**src/design/qba_pkg.sv**
```systemverilog
package qba_pkg;

  // Register byte addresses on the plain register port.
  localparam logic [7:0] ADDR_DATA0 = 8'h00;
  localparam logic [7:0] ADDR_DATA1 = 8'h04;
  localparam logic [7:0] ADDR_DATA2 = 8'h08;
  localparam logic [7:0] ADDR_DATA3 = 8'h0c;
  localparam logic [7:0] ADDR_DATA_MASK = 8'hf3;
  localparam logic [7:0] ADDR_INDEX = 8'h10;
  localparam logic [7:0] ADDR_ARITHMETIC_STATUS_REGISTER = 8'h14;
  localparam logic [7:0] ADDR_INSN = 8'h18;
  localparam logic [7:0] ADDR_RESULT = 8'h1c;
  localparam logic [7:0] ADDR_STATUS = 8'h20;

  // Alignment index register fields.
  localparam int FIRST_IDX_LSB = 0;
  localparam int SECOND_IDX_LSB = 8;
  localparam logic [31:0] INDEX_MASK = 32'h0000_0303;

  // Arithmetic status register; the rounding select bit is kept but never used here.
  localparam int ARITHMETIC_STATUS_REGISTER_ROUND_BIT = 8;

  // Instruction word fields.
  localparam int INSN_KEY_LSB = 28;
  localparam logic [3:0] INSN_KEY = 4'hc;
  localparam int INSN_HALFWORD_BIT = 27;
  localparam int INSN_TRUNC_BIT = 26;
  localparam int INSN_HIGH_BIT = 25;
  localparam int INSN_REV_BIT = 24;
  localparam int INSN_SRC0_LSB = 20;
  localparam int INSN_SRC1_LSB = 16;
  localparam int INSN_DEST_LSB = 0;

  // Source pair codes.
  localparam logic [1:0] PAIR_LOW = 2'b00;
  localparam logic [1:0] PAIR_HIGH = 2'b01;

  // Status register fields.
  localparam int ST_BUSY_BIT = 0;
  localparam int ST_BAD_PAIR_BIT = 1;
  localparam int ST_BAD_KEY_BIT = 2;
  localparam int ST_DEST_LSB = 4;
  localparam int ST_COUNT_LSB = 8;

  // Reset values.
  localparam logic [31:0] WORD_RST = 32'h0000_0000;
  localparam logic [7:0] COUNT_RST = 8'h00;

  // Rounding biases added before the shift.
  localparam logic [9:0] ROUND_BIAS4 = 10'h002;
  localparam logic [8:0] ROUND_BIAS2 = 9'h001;

  typedef enum logic {QBA_IDLE, QBA_EXEC} qba_state_t;

  // Mean of two bytes, rounded up unless truncating.
  function automatic logic [7:0] qba_avg2(input logic [7:0] a, input logic [7:0] b,
                                          input logic trunc);
    logic [8:0] s;
    s = {1'b0, a} + {1'b0, b} + (trunc ? 9'h000 : ROUND_BIAS2);
    return s[8:1];
  endfunction

  // Mean of four bytes, rounded to nearest with halves up, unless truncating.
  function automatic logic [7:0] qba_avg4(input logic [7:0] a, input logic [7:0] b,
                                          input logic [7:0] c, input logic [7:0] d,
                                          input logic trunc);
    logic [9:0] s;
    s = {2'b00, a} + {2'b00, b} + {2'b00, c} + {2'b00, d} + (trunc ? 10'h000 : ROUND_BIAS4);
    return s[9:2];
  endfunction

endpackage

```
**src/design/qba_align.sv**
```systemverilog
`timescale 1ns/1ps
`default_nettype none
module qba_align (
  input wire logic [31:0] lo_word, // Low register of the pair.
  input wire logic [31:0] hi_word, // High register of the pair.
  input wire logic reverse, // Swap the two registers.
  input wire logic [1:0] sel, // Byte offset of the window.
  output logic [31:0] window // Selected four bytes.
);
  logic [63:0] pair;

  // Build the eight-byte pair and slide a four-byte window over it.
  always_comb begin
    pair = reverse ? {lo_word, hi_word} : {hi_word, lo_word};
    window = pair[{sel, 3'b000} +: 32];
  end
endmodule // qba_align
`default_nettype wire

```
**src/design/qba_average.sv**
```systemverilog
`timescale 1ns/1ps
`default_nettype none
module qba_average (
  input wire logic [31:0] y, // First aligned operand.
  input wire logic [31:0] z, // Second aligned operand.
  input wire logic halfword, // Four-byte mean into half-words.
  input wire logic trunc, // Truncate instead of rounding.
  input wire logic high, // Place into upper byte of half-words.
  output logic [31:0] avg // Packed result.
);
  logic [7:0] upper;
  logic [7:0] lower;

  // Half-word means pair bytes 3,2 and 1,0 of both operands.
  always_comb begin
    upper = qba_pkg::qba_avg4(y[31:24], y[23:16], z[31:24], z[23:16], trunc);
    lower = qba_pkg::qba_avg4(y[15:8], y[7:0], z[15:8], z[7:0], trunc);
    if (halfword) begin
      if (high) begin
        avg = {upper, 8'h00, lower, 8'h00};
      end else begin
        avg = {8'h00, upper, 8'h00, lower};
      end
    end else begin
      avg = {qba_pkg::qba_avg2(y[31:24], z[31:24], trunc),
             qba_pkg::qba_avg2(y[23:16], z[23:16], trunc),
             qba_pkg::qba_avg2(y[15:8], z[15:8], trunc),
             qba_pkg::qba_avg2(y[7:0], z[7:0], trunc)};
    end
  end
endmodule // qba_average
`default_nettype wire

```
**src/design/qba_unit.sv**
```systemverilog
`timescale 1ns/1ps
`default_nettype none
module qba_unit (
  input wire logic mclk, // Core clock, 200 MHz.
  input wire logic rst, // Synchronous reset, active high.
  input wire logic [7:0] reg_addr, // Register byte address.
  input wire logic [31:0] reg_wdata, // Register write data.
  input wire logic reg_wr, // Write strobe.
  input wire logic reg_rd, // Read strobe.
  output logic [31:0] reg_rdata, // Read data, cycle after the strobe.
  output logic [31:0] result_data, // Last result.
  output logic result_valid, // One-cycle pulse with a new result.
  output logic [2:0] result_dest // Destination register index of the result.
);
  logic [31:0] data_q [4];
  logic [31:0] index_q;
  logic [31:0] arithmetic_status_register_q;
  logic [31:0] insn_q;
  logic [31:0] rdata_q;
  logic [7:0] count_q;
  logic bad_pair_q;
  logic bad_key_q;
  qba_pkg::qba_state_t st_q;
  qba_pkg::qba_state_t st_d;
  logic wr_data;
  logic wr_insn;
  logic key_ok;
  logic is_halfword;
  logic is_trunc;
  logic is_high;
  logic is_rev;
  logic [1:0] code_a;
  logic [1:0] code_b;
  logic pair_ok;
  logic [31:0] lo_a;
  logic [31:0] hi_a;
  logic [31:0] lo_b;
  logic [31:0] hi_b;
  logic [1:0] sel_a;
  logic [1:0] sel_b;
  logic [31:0] win_a;
  logic [31:0] win_b;
  logic [31:0] avg;
  logic launch;

  // Write decode for the register port.
  assign wr_data = reg_wr && ((reg_addr & qba_pkg::ADDR_DATA_MASK) == qba_pkg::ADDR_DATA0);
  assign wr_insn = reg_wr && (reg_addr == qba_pkg::ADDR_INSN);
  assign key_ok = reg_wdata[qba_pkg::INSN_KEY_LSB +: 4] == qba_pkg::INSN_KEY;

  // Options are independent bits of the word, so their written order cannot matter.
  assign is_halfword = insn_q[qba_pkg::INSN_HALFWORD_BIT];
  assign is_trunc = insn_q[qba_pkg::INSN_TRUNC_BIT];
  assign is_high = insn_q[qba_pkg::INSN_HIGH_BIT];
  assign is_rev = insn_q[qba_pkg::INSN_REV_BIT];
  assign code_a = insn_q[qba_pkg::INSN_SRC0_LSB +: 2];
  assign code_b = insn_q[qba_pkg::INSN_SRC1_LSB +: 2];
  assign launch = st_q == qba_pkg::QBA_EXEC;

  // Source pair select; any code other than the two pairs is refused.
  always_comb begin
    pair_ok = (code_a == qba_pkg::PAIR_LOW || code_a == qba_pkg::PAIR_HIGH) &&
              (code_b == qba_pkg::PAIR_LOW || code_b == qba_pkg::PAIR_HIGH);
    lo_a = (code_a == qba_pkg::PAIR_LOW) ? data_q[0] : data_q[2];
    hi_a = (code_a == qba_pkg::PAIR_LOW) ? data_q[1] : data_q[3];
    lo_b = (code_b == qba_pkg::PAIR_LOW) ? data_q[0] : data_q[2];
    hi_b = (code_b == qba_pkg::PAIR_LOW) ? data_q[1] : data_q[3];
  end

  // Alignment: half-word form shares the first index, pair form uses both.
  always_comb begin
    sel_a = index_q[qba_pkg::FIRST_IDX_LSB +: 2];
    sel_b = is_halfword ? sel_a : index_q[qba_pkg::SECOND_IDX_LSB +: 2];
  end

  // Windows come from registers, so any index value is legal and never traps.
  qba_align u_align_a (
    .lo_word(lo_a),
    .hi_word(hi_a),
    .reverse(is_rev),
    .sel(sel_a),
    .window(win_a)
  );

  qba_align u_align_b (
    .lo_word(lo_b),
    .hi_word(hi_b),
    .reverse(is_rev),
    .sel(sel_b),
    .window(win_b)
  );

  // Datapath sees only the instruction's own truncate bit.
  qba_average u_average (
    .y(win_a),
    .z(win_b),
    .halfword(is_halfword),
    .trunc(is_trunc),
    .high(is_high),
    .avg(avg)
  );

  // Issue sequence: an accepted word runs in the following cycle.
  always_comb begin
    st_d = qba_pkg::QBA_IDLE;
    case (st_q)
      qba_pkg::QBA_IDLE: begin
        st_d = (wr_insn && key_ok) ? qba_pkg::QBA_EXEC : qba_pkg::QBA_IDLE;
      end
      qba_pkg::QBA_EXEC: begin
        st_d = (wr_insn && key_ok) ? qba_pkg::QBA_EXEC : qba_pkg::QBA_IDLE;
      end
      default: begin
        st_d = qba_pkg::QBA_IDLE;
      end
    endcase
  end

  always_ff @(posedge mclk) begin
    if (rst) begin
      st_q <= qba_pkg::QBA_IDLE;
    end else begin
      st_q <= st_d;
    end
  end

  // Software-visible storage: data, indices, status and the instruction word.
  always_ff @(posedge mclk) begin
    if (rst) begin
      for (int i = 0; i < 4; i++) begin
        data_q[i] <= qba_pkg::WORD_RST;
      end
      index_q <= qba_pkg::WORD_RST;
      arithmetic_status_register_q <= qba_pkg::WORD_RST;
      insn_q <= qba_pkg::WORD_RST;
    end else if (reg_wr) begin
      if (wr_data) begin
        data_q[reg_addr[3:2]] <= reg_wdata;
      end
      if (reg_addr == qba_pkg::ADDR_INDEX) begin
        index_q <= reg_wdata & qba_pkg::INDEX_MASK;
      end
      if (reg_addr == qba_pkg::ADDR_ARITHMETIC_STATUS_REGISTER) begin
        arithmetic_status_register_q <= reg_wdata;
      end
      if (wr_insn && key_ok) begin
        insn_q <= reg_wdata;
      end
    end
  end

  // Result capture; a refused pair leaves the result as it was.
  always_ff @(posedge mclk) begin
    if (rst) begin
      result_data <= qba_pkg::WORD_RST;
      result_valid <= 1'b0;
      result_dest <= 3'h0;
      count_q <= qba_pkg::COUNT_RST;
      bad_pair_q <= 1'b0;
    end else begin
      result_valid <= launch && pair_ok;
      if (launch) begin
        bad_pair_q <= !pair_ok;
        if (pair_ok) begin
          result_data <= avg;
          result_dest <= insn_q[qba_pkg::INSN_DEST_LSB +: 3];
          count_q <= count_q + 8'h01;
        end
      end
    end
  end

  // Malformed instruction words are flagged and otherwise ignored.
  always_ff @(posedge mclk) begin
    if (rst) begin
      bad_key_q <= 1'b0;
    end else if (wr_insn) begin
      bad_key_q <= !key_ok;
    end
  end

  // Read port answers in the next cycle only; unmapped addresses read zero.
  always_ff @(posedge mclk) begin
    if (rst) begin
      rdata_q <= qba_pkg::WORD_RST;
    end else if (reg_rd) begin
      if ((reg_addr & qba_pkg::ADDR_DATA_MASK) == qba_pkg::ADDR_DATA0) begin
        rdata_q <= data_q[reg_addr[3:2]];
      end else begin
        case (reg_addr)
          qba_pkg::ADDR_INDEX: rdata_q <= index_q;
          qba_pkg::ADDR_ARITHMETIC_STATUS_REGISTER: rdata_q <= arithmetic_status_register_q;
          qba_pkg::ADDR_INSN: rdata_q <= insn_q;
          qba_pkg::ADDR_RESULT: rdata_q <= result_data;
          qba_pkg::ADDR_STATUS: begin
            rdata_q <= {16'h0000, count_q, 1'b0, result_dest, 1'b0, bad_key_q, bad_pair_q,
                        launch};
          end
          default: rdata_q <= qba_pkg::WORD_RST;
        endcase
      end
    end else begin
      rdata_q <= qba_pkg::WORD_RST;
    end
  end

  assign reg_rdata = rdata_q;

  // Sums of the aligned bytes, kept for the checks below.
  logic [9:0] chk_sum_lo;
  logic [8:0] chk_sum0;
  assign chk_sum_lo = {2'b00, win_a[15:8]} + {2'b00, win_a[7:0]} +
                      {2'b00, win_b[15:8]} + {2'b00, win_b[7:0]};
  assign chk_sum0 = {1'b0, win_a[7:0]} + {1'b0, win_b[7:0]};

  property p_low_zero;
    @(posedge mclk) disable iff (rst)
    launch && pair_ok && is_halfword && !is_high |=>
      result_data[31:24] == 8'h00 && result_data[15:8] == 8'h00;
  endproperty
  a_low_zero: assert property (p_low_zero) else $error("low lane unused bytes not zero");

  property p_high_zero;
    @(posedge mclk) disable iff (rst)
    launch && pair_ok && is_halfword && is_high |=>
      result_data[23:16] == 8'h00 && result_data[7:0] == 8'h00 &&
      ({3'b000, result_data[15:8]} << 2) <= {1'b0, $past(chk_sum_lo)} + 11'd2;
  endproperty
  a_high_zero: assert property (p_high_zero) else $error("high lane unused bytes not zero");

  property p_trunc_range;
    @(posedge mclk) disable iff (rst)
    launch && pair_ok && is_halfword && !is_high && is_trunc |=>
      ({3'b000, result_data[7:0]} << 2) <= {1'b0, $past(chk_sum_lo)} &&
      {1'b0, $past(chk_sum_lo)} < ({3'b000, result_data[7:0]} << 2) + 11'd4;
  endproperty
  a_trunc_range: assert property (p_trunc_range) else $error("truncated mean wrong");

  property p_round_range;
    @(posedge mclk) disable iff (rst)
    launch && pair_ok && is_halfword && !is_high && !is_trunc |=>
      ({3'b000, result_data[7:0]} << 2) <= {1'b0, $past(chk_sum_lo)} + 11'd2 &&
      {1'b0, $past(chk_sum_lo)} + 11'd2 < ({3'b000, result_data[7:0]} << 2) + 11'd4;
  endproperty
  a_round_range: assert property (p_round_range) else $error("rounded mean wrong");

  property p_pair_round;
    @(posedge mclk) disable iff (rst)
    launch && pair_ok && !is_halfword && !is_trunc |=>
      {result_data[7:0], 1'b0} >= $past(chk_sum0) &&
      {result_data[7:0], 1'b0} <= $past(chk_sum0) + 9'd1;
  endproperty
  a_pair_round: assert property (p_pair_round) else $error("pair mean not rounded up");

  property p_bad_pair;
    @(posedge mclk) disable iff (rst)
    launch && !pair_ok |=> $stable(result_data) && bad_pair_q && !result_valid;
  endproperty
  a_bad_pair: assert property (p_bad_pair) else $error("invalid pair not refused");

  property p_flags_kept;
    @(posedge mclk) disable iff (rst)
    launch && !(reg_wr && reg_addr == qba_pkg::ADDR_ARITHMETIC_STATUS_REGISTER) |=> $stable(arithmetic_status_register_q);
  endproperty
  a_flags_kept: assert property (p_flags_kept) else $error("status flags changed");

  property p_reverse;
    @(posedge mclk) disable iff (rst)
    launch && is_rev && sel_a == 2'b00 |-> win_a == hi_a;
  endproperty
  a_reverse: assert property (p_reverse) else $error("reverse did not swap pair");

  property p_window3;
    @(posedge mclk) disable iff (rst)
    launch && !is_rev && sel_a == 2'b11 |-> win_a == {hi_a[23:0], lo_a[31:24]};
  endproperty
  a_window3: assert property (p_window3) else $error("window bytes 6..3 wrong");

  property p_shared_index;
    @(posedge mclk) disable iff (rst)
    launch && is_halfword |-> sel_b == index_q[1:0];
  endproperty
  a_shared_index: assert property (p_shared_index) else $error("half-word index not shared");

  property p_issue;
    @(posedge mclk) disable iff (rst)
    wr_insn && key_ok ##1 pair_ok |-> ##1 result_valid;
  endproperty
  a_issue: assert property (p_issue) else $error("issued word gave no result");

  c_halfword_high: cover property (@(posedge mclk) launch && pair_ok && is_halfword && is_high);
  c_pair_rev: cover property (@(posedge mclk) launch && pair_ok && !is_halfword && is_rev);
  c_bad_pair: cover property (@(posedge mclk) launch && !pair_ok);
  c_back_to_back: cover property (@(posedge mclk) result_valid ##1 result_valid);
endmodule // qba_unit
`default_nettype wire

```
**config.mk**
```make
export PLATFORM = sky130hd
export DESIGN_NAME = qba_unit
export DESIGN_NICKNAME = d
export VERILOG_FILES = /design/src/design/qba_pkg.sv /design/src/design/qba_align.sv /design/src/design/qba_average.sv /design/src/design/qba_unit.sv
export SDC_FILE = /design/constraint.sdc
export NUM_CORES = 1
export LEC_CHECK = 0
export ABC_AREA = 1
export BUFFER_PORTS_ARGS = -buffer_cell sky130_fd_sc_hd__buf_2
export CAP_MARGIN = 0
export CELL_PAD_IN_SITES_DETAIL_PLACEMENT = 0
export CELL_PAD_IN_SITES_GLOBAL_PLACEMENT = 1
export CORE_MARGIN = 8
export CORE_UTILIZATION = 35
export DETAILED_ROUTE_END_ITERATION = 16
export PLACE_DENSITY_LB_ADDON = 0.1
export SYNTH_ARGS = -nofsm -noshare
export SYNTH_HDL_FRONTEND = slang
export SYNTH_HIERARCHICAL = 1
export SYNTH_SLANG_ARGS = --single-unit
```
**constraint.sdc**
```tcl
create_clock -name mclk -period 3.5 [get_ports mclk]
set_input_delay 0.525 -clock mclk [delete_from_list [all_inputs] [get_ports mclk]]
set_output_delay 0.525 -clock mclk [all_outputs]
set_load 0.1 [all_outputs]
```
# Word-level counts from Yosys, hierarchy flattened
# Memory sizes are Yosys's and may differ from the RTL's.
# Index checks and enable logic that the tools add are counted.
# totals
regBits	147
output_inout_bits	68
latchBits	0
input_bits	44
ramBits	128
memories	1
rom_bits	0
wordCells	81
# memory_table
name	depth	word_bits	rd	rd_clocked_by_memory_dff	wr	line	text
data_q	4	32	5	0	4	qba_unit.sv:15	logic [31:0] data_q [4];
# classes
n_eq_ne	8
add_sub_neg	17
bitwise_logic	1
mux	23
n_reduce_logical	18
order_cmp	0
multipliers	0
shift	2
div_mod_pow	0
# op_table
op	count
2-to-1 mux 32 bit	8
one-hot mux 32 bit (5 select lines)	1
2-to-1 mux 64 bit	2
variable part select 64 x 6 -> 32 bit	2
adder 8 x 8 -> 9 bit	6
adder 10 x 8 -> 10 bit	4
== test 8 x 5 -> 1 bit (second input constant)	4
OR reduction 32 bit	1
adder 9 x 1 -> 9 bit	3
adder 10 bit	2
adder 9 bit	1
2-to-1 mux 1 bit	9
adder 8 x 1 -> 8 bit (second input constant)	1
== test 8 x 6 -> 1 bit (second input constant)	1
logical NOT 8 bit	1
AND reduction 2 bit	4
2-to-1 mux 2 bit	3
logical AND 1 bit	5
== test 2 x 1 -> 1 bit (second input constant)	2
== test 4 bit (second input constant)	1
logical NOT 2 bit	2
logical NOT 1 bit	2
logical OR 1 bit	2
OR reduction 2 bit	1
inverter 1 bit	1

# Longest topological paths before layout
# Gate-level depths: netlist of the first run.
# depth
depth_word	10
depth_mapped	27
ltp_nobuf	25

# By module
# Netlist of the first run, hierarchy kept.
# modules_own_cells
mod	n_inst	seq_area_each_um2	area_per_inst_um2	cells_each
qba_unit	1	6786.5	12771.0	1593
qba_average	1	0.0	3493.4	573
qba_align	2	0.0	1724.2	387

# Worst setup path before layout of the first run
# Ideal clock, no wire load.
# synth_timing
path_kind	input port to flip-flop
from	in reg_addr[1]
to	mem data_q[3][0], enable pin
path_buffers	0
path_stages	5
setup_time_ps	466
required_time_ps	3034
arrival_ps	3301
slack_ps	-267
cell_sequence	nor2_4 > nand3_2 > nor2_4 > nand2_2 > o21ai_0
# synth_rtl
element	line	text
from (decl)	qba_unit.sv:6	input wire logic [7:0] reg_addr,
to (decl)	qba_unit.sv:15	

# Worst setup path in the final report of the first run
# layout_timing
from	reg insn_q[17]
to	reg result_data[28]
# layout_via
word_cells_on_any_way	16
classes_between	5 x add/sub; 1 x eq/ne; 1 x shift; 5 x mux; 4 x reduce/logical
# layout_rtl
element	line	text
from (decl)	qba_unit.sv:18	logic [31:0] insn_q;
from (signal assigned)	qba_unit.sv:135	insn_q <= qba_pkg::WORD_RST;
from (signal assigned)	qba_unit.sv:147	insn_q <= reg_wdata;
logical NOT 2 bit	qba_unit.sv:67	hi_b = (code_b == qba_pkg::PAIR_LOW) ? data_q[1] : data_q[3];
2-to-1 mux 32 bit	qba_unit.sv:67	
via hi_b[19]	qba_unit.sv:38	logic [31:0] hi_b;
2-to-1 mux 64 bit	qba_align.sv:14	pair = reverse ? {lo_word, hi_word} : {hi_word, lo_word};
variable part select 64 x 6 -> 32 bit	qba_align.sv:15	window = pair[{sel, 3'b000} +: 32];
via win_b[19]	qba_unit.sv:42	logic [31:0] win_b;
adder 10 x 8 -> 10 bit	qba_pkg.sv:68	s = {2'b00, a} + {2'b00, b} + {2'b00, c} + {2'b00, d} + (trunc ? 10'h000 : ROUND_BIAS4);
adder 10 bit	qba_pkg.sv:68	
2-to-1 mux 32 bit	qba_average.sv:19	if (high) begin
2-to-1 mux 32 bit	qba_average.sv:18	if (halfword) begin
via avg[28]	qba_unit.sv:43	logic [31:0] avg;
to (signal assigned)	qba_unit.sv:155	result_data <= qba_pkg::WORD_RST;
to (signal assigned)	qba_unit.sv:165	result_data <= avg;
to (decl)	qba_unit.sv:11	output logic [31:0] result_data,
# The timed path passes the listed nets, and every way through them passes these cells.
# A chain may end at the register's enable or synchronous reset.

==> metrics.txt, run 1 <==
outcome finished with violations; failing checks setup timing; synthesized instance count 2940; DRC Markers 0; Place WS -794.4 ps; post-DR wirelength/cell 22.52 µm; clock tree from TritonCTS yes; vias in the first global route 20.21k; post-synthesis cell area 19710 µm²; Leak 12.42 nW; Vias 21.62k; Hold Crit Class input port to flip-flop; Fillers 5710; cell taking the most area after synthesis edfxtp_1; Routed WL 92.32 mm; RSZ-0062 raised after global routing true; Synth Warn # 6; Clock Latency Late Sink 550 ps; Final Setup Violations 32; Worst-path clk slew 60 ps; initial antenna violation count 1; Final min period 3997 ps; Initial Util 35.16%; Max-cap violations 0; nets@finish 3445; register area share after synthesis 34.43%; Synth top area share 19.50%; DRT antenna net count 0; Clock Skew 18.96 ps; Die Y 253.3 µm; dominant cells by area after synthesis edfxtp_1, nand2_1, dfxtp_1, nand3_1, inv_1; Core ar. 56060 µm²; Sinks on Clock Net 275; FF+latch area 6798 µm²; IO Pins 112; # hold bufs at CTS 0; CP startpoint kind flip-flop; WP data required 3920 ps; clk buf depth 3; DR iter-0 viols 2318; GPL Wtd Cong 0.9207; Power Dens Cells 376.9 nW/µm²; Tcrit/Tclk final 114.2%; H-Tree Depth 2; vias per std cell 5.274; first-pass GRT wire length 130.9 mm; slack of the critical path -497.3 ps; HPWL after DPL 70.73 mm; Fin. Hold Viols 0; Crit. End Element flip-flop; gr usage total 27.40%; nets in the synthesized netlist 3069; Seq cells post-synth 275; slew margin rel. 23.87%; Peak Freq 250.2 MHz; Worst VDD drop 0.0003185 V; CP max FO 8; Slew Limit Fails 0; layout cells sized above 1 28.58%; # rows 87; Die Wd 253.3 µm; Synth cell types 38; Port Buffer Count 111; CP Data Arrival Time 4420 ps; Multi-input gate area 12010 µm²; Num CTS Buffers 34; Clock Tree Root clkbuf_16; total grt overflow 0; hold_ws 238.1 ps; drt pass-1 iters 6; CP Class flip-flop to flip-flop; largest net degree at the start of global routing 63; P&R area growth vs syn 35.26%; syn_area_per_cell 6.705 µm²; full die area 64170 µm²; worst-margin pin slew 1140 ps
## report_power, final
part / total, mW / switching [mW] / internal (mW)
clock network: 3.40 / 1.48 / 1.92
logic: 3.13 / 1.80 / 1.33
registers: 3.52 / 0.0793 / 3.44
## synthesized netlist by cell type
| master | n |
|---|---|
| nand2_1 | 844 |
| inv_1 | 427 |
| nand3_1 | 384 |
| o21ai_0 | 287 |
| nor2_1 | 177 |
| dfxtp_1 | 147 |
| edfxtp_1 | 128 |
| a21oi_1 | 89 |
| clkbuf_1 | 72 |
| buf_2 | 50 |
| ha_1 | 49 |
| nand4_1 | 39 |
| fa_1 | 36 |
| a22oi_1 | 32 |
| o22ai_1 | 26 |
| nor3_2 | 21 |
| buf_4 | 16 |
| nand2_2 | 15 |
| buf_6 | 14 |
| nor3_1 | 13 |
| inv_2 | 8 |
| nand3b_1 | 8 |
| buf_1 | 7 |
| xnor2_1 | 7 |
| nand3_2 | 6 |
| nor2_4 | 6 |
| a21boi_0 | 4 |
| o21ai_1 | 4 |
| o21ai_2 | 4 |
| o21bai_1 | 4 |
| o211ai_1 | 3 |
| xor2_1 | 3 |
| a21oi_2 | 2 |
| a31oi_1 | 2 |
| clkinv_1 | 2 |
| nor2_2 | 2 |
| nand4_2 | 1 |
| nor3b_1 | 1 |
## cell usage in the layout, fill, tap and decap left out, types with 14 or more instances in the layout
cell type / Yosys / routed
o21ai_2: 4 / 65
nand2_1: 844 / 727
buf_6: 14 / 20
inv_2: 8 / 39
nand3_1: 384 / 320
nor2_1: 177 / 168
buf_2: 50 / 111
inv_1: 427 / 396
nand3_2: 6 / 69
o21ai_4: 0 / 18
ha_1: 49 / 35
clkbuf_16: 0 / 44
nor3_2: 21 / 21
o22ai_1: 26 / 25
o21ai_1: 4 / 53
dfxtp_1: 147 / 140
nand4_1: 39 / 39
ha_4: 0 / 14
buf_4: 16 / 323
nand2_4: 0 / 20
fa_1: 36 / 29
a21oi_1: 89 / 83
o21ai_0: 287 / 159
nand2_2: 15 / 112
edfxtp_1: 128 / 128
a22oi_1: 32 / 32
buf_12: 0 / 24
## flip-flops by register name (all words and copies together), names as in the netlist
| register | cells |
|---|---|
| arithmetic_status_register_q | 32 |
| bad_key_q | 1 |
| bad_pair_q | 1 |
| count_q | 8 |
| data_q | 128 |
| index_q | 4 |
| insn_q | 32 |
| launch | 1 |
| reg_rdata | 32 |
| result_data | 32 |
| result_dest | 3 |
| result_valid | 1 |
## kinds of logic (layout without fill, tap and decap cells)
kind of cell             after synthesis  in the layout  share of synthesized area, %
other                                  0              1                             0
flip-flops                           275            275                         34.43
AO/OA/AOI/OAI                        457            457                         12.44
AND/OR/NAND/NOR                     1517           1517                         33.42
buffers and inverters                596            998                         12.50
XOR/XNOR                              10             10                        0.4443
adder cells (fa/ha/maj)               85             85                         6.766
## routing by layer
metal / GRT usage (%) / wire [µm] / up-vias
li1: - / - / 10288
met3: 4.064 / 6765 / 123
met2: 44.09 / 41880 / 874
met1: 37.60 / 40460 / 10333
met5: 0 / 0 / -
met4: 8.448 / 3222 / 0
## area by class of cell
class | instances | share of cell area, %
multi-input combinational | 2069 | 45.03
inverter | 437 | 6.152
antenna | 1 | 0.009385
clock inverter | 17 | 0.4599
timing repair buffer | 499 | 15.77
clock buffer | 45 | 3.538
tap | 756 | 3.548
sequential | 275 | 25.50
## critical path, stage by stage (launching register included)
cell	delay, ps
dfxtp_2	330
nor2_4	190
buf_12	190
buf_12	120
nand2_1	50
o21ai_1	110
buf_4	180
nand2_1	80
nand3_2	120
nand3_1	120
nand2_2	110
inv_1	60
fa_2	420
fa_1	560
inv_2	50
ha_4	310
nand2_2	60
inv_2	50
nand2_2	60
nand2_4	120
nand2_4	70
nand2_2	60
nand2_2	60
nand3_1	80
nand2_2	120
nand2_2	100
o21ai_0	80
## timing repair
item,4_1_cts,5_1_grt
setup endpoints to repair,32,32
resized for setup,284,267
cloned,7,10
setup buffers,24,22
pin swaps,47,72
## through the flow
stage	total power, mW	TNS, ps	instance area [µm²]	utilization, %	instances
CTS	9.689	-12310	25450	45.40	4069
finish	10.05	-12620	26660	47.56	4099
floorplan	4.833	0	19750	-	2940
global route	10.46	-17780	26660	47.56	4098
global placement	5.888	-18620	23120	41.24	3976
detailed placement	5.898	-19810	23120	41.24	3976
## final timing paths
kind,startpoint,endpoint,slack (ps),depth (start not counted)
setup reg to reg,insn_q[17],result_data[28],-500,26
hold / removal,reg_wdata[10],insn_q[10],240,3
hold reg to reg,arithmetic_status_register_q[5],arithmetic_status_register_q[5],450,2
setup / recovery,insn_q[17],result_data[28],-500,26
(Power assumes the default switching activity.)
==> run 2, diff against run 1 <==
--- a/config.mk
+++ b/config.mk
@@ -14,6 +14,7 @@
 export CORE_UTILIZATION = 35
 export DETAILED_ROUTE_END_ITERATION = 16
 export PLACE_DENSITY_LB_ADDON = 0.1
+export REMOVE_ABC_BUFFERS = 1
 export SYNTH_ARGS = -nofsm -noshare
 export SYNTH_HDL_FRONTEND = slang
 export SYNTH_HIERARCHICAL = 1
==> constraint.sdc (replaced) <==
create_clock -name mclk -period 4 [get_ports mclk]
set_input_delay 0.6 -clock mclk [delete_from_list [all_inputs] [get_ports mclk]]
set_output_delay 0.6 -clock mclk [all_outputs]
set_load 0.1 [all_outputs]
==> run 2 against run 1 <==
Effect of this change:
- the run now ends clean
- wire length is 9.7% lower
- utilization is 3.5 points lower
- total power is 16% lower
- worst hold slack better by 56 ps
- global-route usage shrank 2.5 points
- maximum frequency is 1.2% higher
- clock power fell by 7.1%
- first-iteration DRC count fell by 20%
- critical path type unchanged
- largest cell class unchanged
- largest power group is now the clock network
==> metrics.txt, run 2 (synthesis results as in run 1) <==
outcome complete, no violations; Slew Limit Fails 0; GPL Wtd Cong 0.8937; worst-margin pin slew 1173 ps; CP Class flip-flop to flip-flop; CP Data Arrival Time 4440 ps; Die Wd 253.3 µm; CP startpoint kind flip-flop; Clock Skew 23.46 ps; total grt overflow 0; P&R area growth vs syn 25.17%; Worst path slowest cell fa_2; Initial Util 35.16%; setup TNS 0 ps; Power Dens Cells 343.4 nW/µm²; Worst-path clk slew 60 ps; Final min period 3950 ps; vias per std cell 5.268; Sinks on Clock Net 275; H-Tree Depth 2; Routed WL 83.33 mm; final instance area 24670 µm²; Core ar. 56060 µm²; layout cells sized above 1 20.57%; DR iter-0 viols 1844; vias in the first global route 19.76k; HPWL after DPL 61.74 mm; WP data required 4490 ps; Die Y 253.3 µm; post-DR wirelength/cell 21.20 µm; RSZ-0062 raised after global routing true; clk buf depth 3; FF-to-FF Start insn_q[21]; DRC Markers 0; Clock Tree Root clkbuf_16; crit path launch insn_q[21]; slew margin rel. 21.82%; IO Pins 112; Largest Register data_q; Max-cap violations 0; Final Setup Violations 0; Leak 11.45 nW; nets@finish 3277; initial antenna violation count 7; gr usage total 24.90%; clock tree from TritonCTS yes; DRT antenna net count 0; Crit. End Element flip-flop; most frequent cells in the layout nand2_1, inv_1, nand3_1; full die area 64170 µm²; first-pass GRT wire length 121.6 mm; Worst VDD drop 0.0002632 V; Fin. Hold Viols 0; Num CTS Buffers 35; Vias 20.71k; Peak Freq 253.2 MHz; area post-placement 22110 µm²; Hold Crit Class input port to flip-flop; drt pass-1 iters 6; # rows 87; Tcrit/Tclk final 98.74%; CP max FO 16; Largest register FFs 128; most common cell after layout, fill and taps aside nand2_1; Clock Latency Late Sink 550 ps; min-delay src reg_wdata[17]; worst-path cell chain nor2_4, buf_12, buf_12, buf_6, buf_12, o21ai_0, nand2_1, nand3_2, nand3_1, nand2_2, fa_2, inv_1, fa_1, inv_2, ha_4, nand3_1, nand2_1, nand2_1, nand2_2, buf_6, xnor2_2, o21ai_1, nand2_2, o21ai_1; slowest stage delay, CP 570 ps; # hold bufs at CTS 0; largest net degree at the start of global routing 79; Port Buffer Count 111
==> run 2: cell count changes in the layout (fill, tap and decap cells not counted), sizes merged <==
| cell | change |
|---|---|
| buf | -167 |
| clkbuf | +3 |
| clkinv | -6 |
| bufinv | +2 |
==> run 2: path summary, 6_finish.rpt <==
path | end | slack, ps | cells after the start
max | result_data[10] | 50 | 24
min | insn_q[17] | 290 | 3
max reg2reg | result_data[10] | 50 | 24
min reg2reg | insn_q[28] | 440 | 2
==> run 2: power by group <==
group	switching, mW	total, mW	leakage (nW)	internal (mW)
logic	1.33	2.24	8.50	0.909
clock network	1.31	3.16	0.545	1.85
registers	0.0597	3.07	2.40	3.01
total	2.70	8.47	11.5	5.77
==> run 2: cell type report <==
type	instances	area [µm²]
antenna	1	2.502
clock buffer	50	983.4
clock inverter	13	135.1
fill	5815	31390
inverter	437	1643
multi-input combinational	2069	11410
sequential	275	6797
tap	756	945.9
timing repair buffer	330	2760
==> run 2: worst max-delay path, delay by kind of cell (launching register included) <==
| family | cells | cell delay [ps] |
|---|---|---|
| xor+xnor | 1 | 130 |
| fa+ha+maj | 3 | 1130 |
| simple gates | 10 | 1060 |
| flops | 1 | 330 |
| compound gates | 3 | 390 |
| buf+inv | 7 | 840 |
==> run 2: repair_timing <==
action                                  in CTS  in global routing
endpoints found under the setup margin      24                 32
cloned                                       3                  9
resized for setup                           85                257
pin swaps                                   12                 68
setup buffers                                5                 14
==> run 2: metrics by stage <==
stage | hold WS (ps) | total power [mW] | setup slack, ps | std cells | util [%]
floorplan | 416.7 | 4.215 | -2899 | 2781 | -
global placement | 423.4 | 4.925 | -246.6 | 3837 | 39.43
detailed placement | 428.1 | 4.933 | -304.5 | 3837 | 39.43
CTS | 271.9 | 8.193 | -25.58 | 3908 | 42.02
global route | 291.0 | 8.866 | -91.29 | 3930 | 44.01
finish | 294.2 | 8.474 | 50.42 | 3931 | 44.02
==> run 2: layer usage <==
| metal | vias to the layer above | share of wire [%] | GRT usage, % | routed length (µm) |
|---|---|---|---|---|
| li1 | 9949 | - | - | - |
| met1 | 9881 | 47 | 36.43 | 39120 |
| met2 | 779 | 43 | 37.99 | 35800 |
| met3 | 101 | 7.8 | 4.177 | 6522 |
| met4 | 0 | 2.3 | 5.457 | 1889 |
| met5 | - | 0 | 0 | 0 |
==> run 3, diff against run 2 <==
--- a/config.mk
+++ b/config.mk
@@ -6,13 +6,13 @@
 export NUM_CORES = 1
 export LEC_CHECK = 0
 export ABC_AREA = 1
-export BUFFER_PORTS_ARGS = -buffer_cell sky130_fd_sc_hd__buf_2
 export CAP_MARGIN = 0
 export CELL_PAD_IN_SITES_DETAIL_PLACEMENT = 0
 export CELL_PAD_IN_SITES_GLOBAL_PLACEMENT = 1
 export CORE_MARGIN = 8
-export CORE_UTILIZATION = 35
+export CORE_UTILIZATION = 40
 export DETAILED_ROUTE_END_ITERATION = 16
+export DONT_BUFFER_PORTS = 1
 export PLACE_DENSITY_LB_ADDON = 0.1
 export REMOVE_ABC_BUFFERS = 1
 export SYNTH_ARGS = -nofsm -noshare
==> run 3 against run 2 <==
Effect of this change:
- die area fell by 12%
- total power rose by 2.7%
- worst hold slack got worse by 180 ps
- setup slack got worse by 19 ps
- largest cell class unchanged
- highest routed layer unchanged
==> metrics.txt, run 3 (synthesis results as in run 1) <==
Vias 20.48k; # hold bufs at CTS 0; Power Dens Cells 353.0 nW/µm²; Slew Limit Fails 0; initial antenna violation count 1; register-to-register setup slack 30 ps; CP max FO 11; nets@finish 3181; layout cells sized above 1 20.70%; clock tree from TritonCTS yes; Hold Crit Class input port to flip-flop; sequential power share 35.4%; first-pass GRT wire length 118.5 mm; Clock Tree Root clkbuf_16; slew margin rel. 17.32%; hold depth 1; Register-to-Register Path Depth 23; Worst Hold End insn_q[31]; most frequent cells in the layout nand2_1, inv_1, nand3_1; Die Wd 238.0 µm; combinational power share 27.6%; Peak Freq 252.0 MHz; Fin. Hold Viols 0; Clock Skew 20.73 ps; Routed WL 81.52 mm; Tcrit/Tclk final 99.21%; worst-margin pin slew 1238 ps; vias in the first global route 19.36k; # rows 81; gr usage total 27.31%; Core ar. 48750 µm²; drt pass-1 iters 6; H-Tree Depth 2; Switching Fraction 32.31%; vias per std cell 5.472; CP Class flip-flop to flip-flop; Sinks on Clock Net 275; Crit. End Element flip-flop; reg-to-reg endpoint result_data[23]; area post-placement 21420 µm²; Num CTS Buffers 34; DRT antenna net count 0; most common cell after layout, fill and taps aside nand2_1; Die Y 238.0 µm; largest net degree at the start of global routing 62; Clock Latency Late Sink 560 ps; DRC Markers 0; HPWL after DPL 58.99 mm; Initial Util 40.44%; Pwr Total 8.702 mW; clk buf depth 3; FF-to-FF Start insn_q[16]; Largest Register data_q; full die area 56640 µm²; min-delay src rst; GPL Wtd Cong 0.8925; Port Buffer Count 0; DR iter-0 viols 2148; CP Data Arrival Time 4460 ps; Worst VDD drop 0.0003130 V; Final min period 3968 ps; P&R area growth vs syn 25.05%; Worst-path clk slew 60 ps; final instance area 24650 µm²; CP startpoint kind flip-flop; post-DR wirelength/cell 21.78 µm; Max-cap violations 0; IO Pins 112; total grt overflow 0; Final Setup Violations 0; Leak 11.17 nW; WP data required 4490 ps; clock network fraction of total power 37.1%; switching pwr 2.812 mW; RSZ-0062 raised after global routing true; outcome complete, no violations; Internal 5.890 mW; Largest register FFs 128
[run 3: changes by cell type in the layout (fill, tap and decap cells not counted), sizes merged]
cell      before  now
buf          323  223
clkbuf        57   60
bufinv         2    3
clkinvlp       1    0
inv          438  439
[run 3: worst max-delay path, stage by stage, from the launching register on]
cell and delay, ps:
dfxtp_2 350, nor2_4 50, buf_12 150, buf_12 140, clkbuf_16 170, o21ai_1 160
buf_4 170, nand2_1 80, nand3_2 80, nand3_1 70, nand2_1 110, inv_2 50
fa_1 500, fa_1 570, inv_2 60, ha_4 320, inv_2 70, o21ai_4 170
nand3_1 110, nand4_1 150, nand2_1 90, nand2_1 100, nand2_2 70, o21ai_1 80
[run 3: through the flow]
stage	util [%]	TNS [ps]	std cells	hold WS (ps)	setup WS, ps
after floorplan	-	-95650	2781	416.7	-2899
after global placement	43.94	-814.3	3634	427.1	-179.4
after detailed placement	43.94	-1248	3634	431.0	-182.6
after CTS	47.05	-157.5	3703	97.69	-55.74
after global routing	50.56	-881.7	3742	98.54	-124.4
final	50.57	0	3743	118.8	31.50
[run 3: worst max-delay path by stage]
stage	from	endpoint	slack (ps)
4_1_cts	insn_q[21]	result_data[6]	-60
2_1_floorplan	insn_q[21]	result_data[6]	-2900
3_5_place_dp	insn_q[21]	result_data[6]	-180
3_3_place_gp	insn_q[20]	result_data[6]	-180
5_1_grt	insn_q[16]	result_data[23]	-120
6_report	insn_q[16]	result_data[23]	30
[run 3: power by group through the flow]
stage	Sequential, mW	Clock [mW]	Combinational [mW]
floorplan	3.11	0	1.10
global placement	3.13	0	1.70
detailed placement	3.13	0	1.71
CTS	3.07	3.28	1.82
global route	3.09	3.38	2.61
finish	3.08	3.22	2.40
[run 3: layout make-up]
class | instances | area [µm²]
fillers | 4865 | 24100
multi-input cells | 2069 | 11750
flip-flops and latches | 275 | 6798
repair buffers | 235 | 2466
inverters | 437 | 1643
clock buffers | 48 | 968.4
well taps | 664 | 830.8
clock inverters | 14 | 195.2
diodes | 1 | 2.502
[run 3: metal layers]
metal  share of wire (%)  wire length, µm  GRT usage, %  up-vias
li1                    -                -             -     9753
met1                  45            36370         38.83     9756
met2                  44            35470         41.83      878
met3                 9.9             8103         6.311       95
met4                 1.9             1574         6.048        0
met5                   0                0             0        -
[run 3: repair_timing]
item,CTS,global route
pin swaps,4,123
setup buffers,3,29
resized for setup,67,400
endpoints found under the setup margin,20,32
cloned,4,12
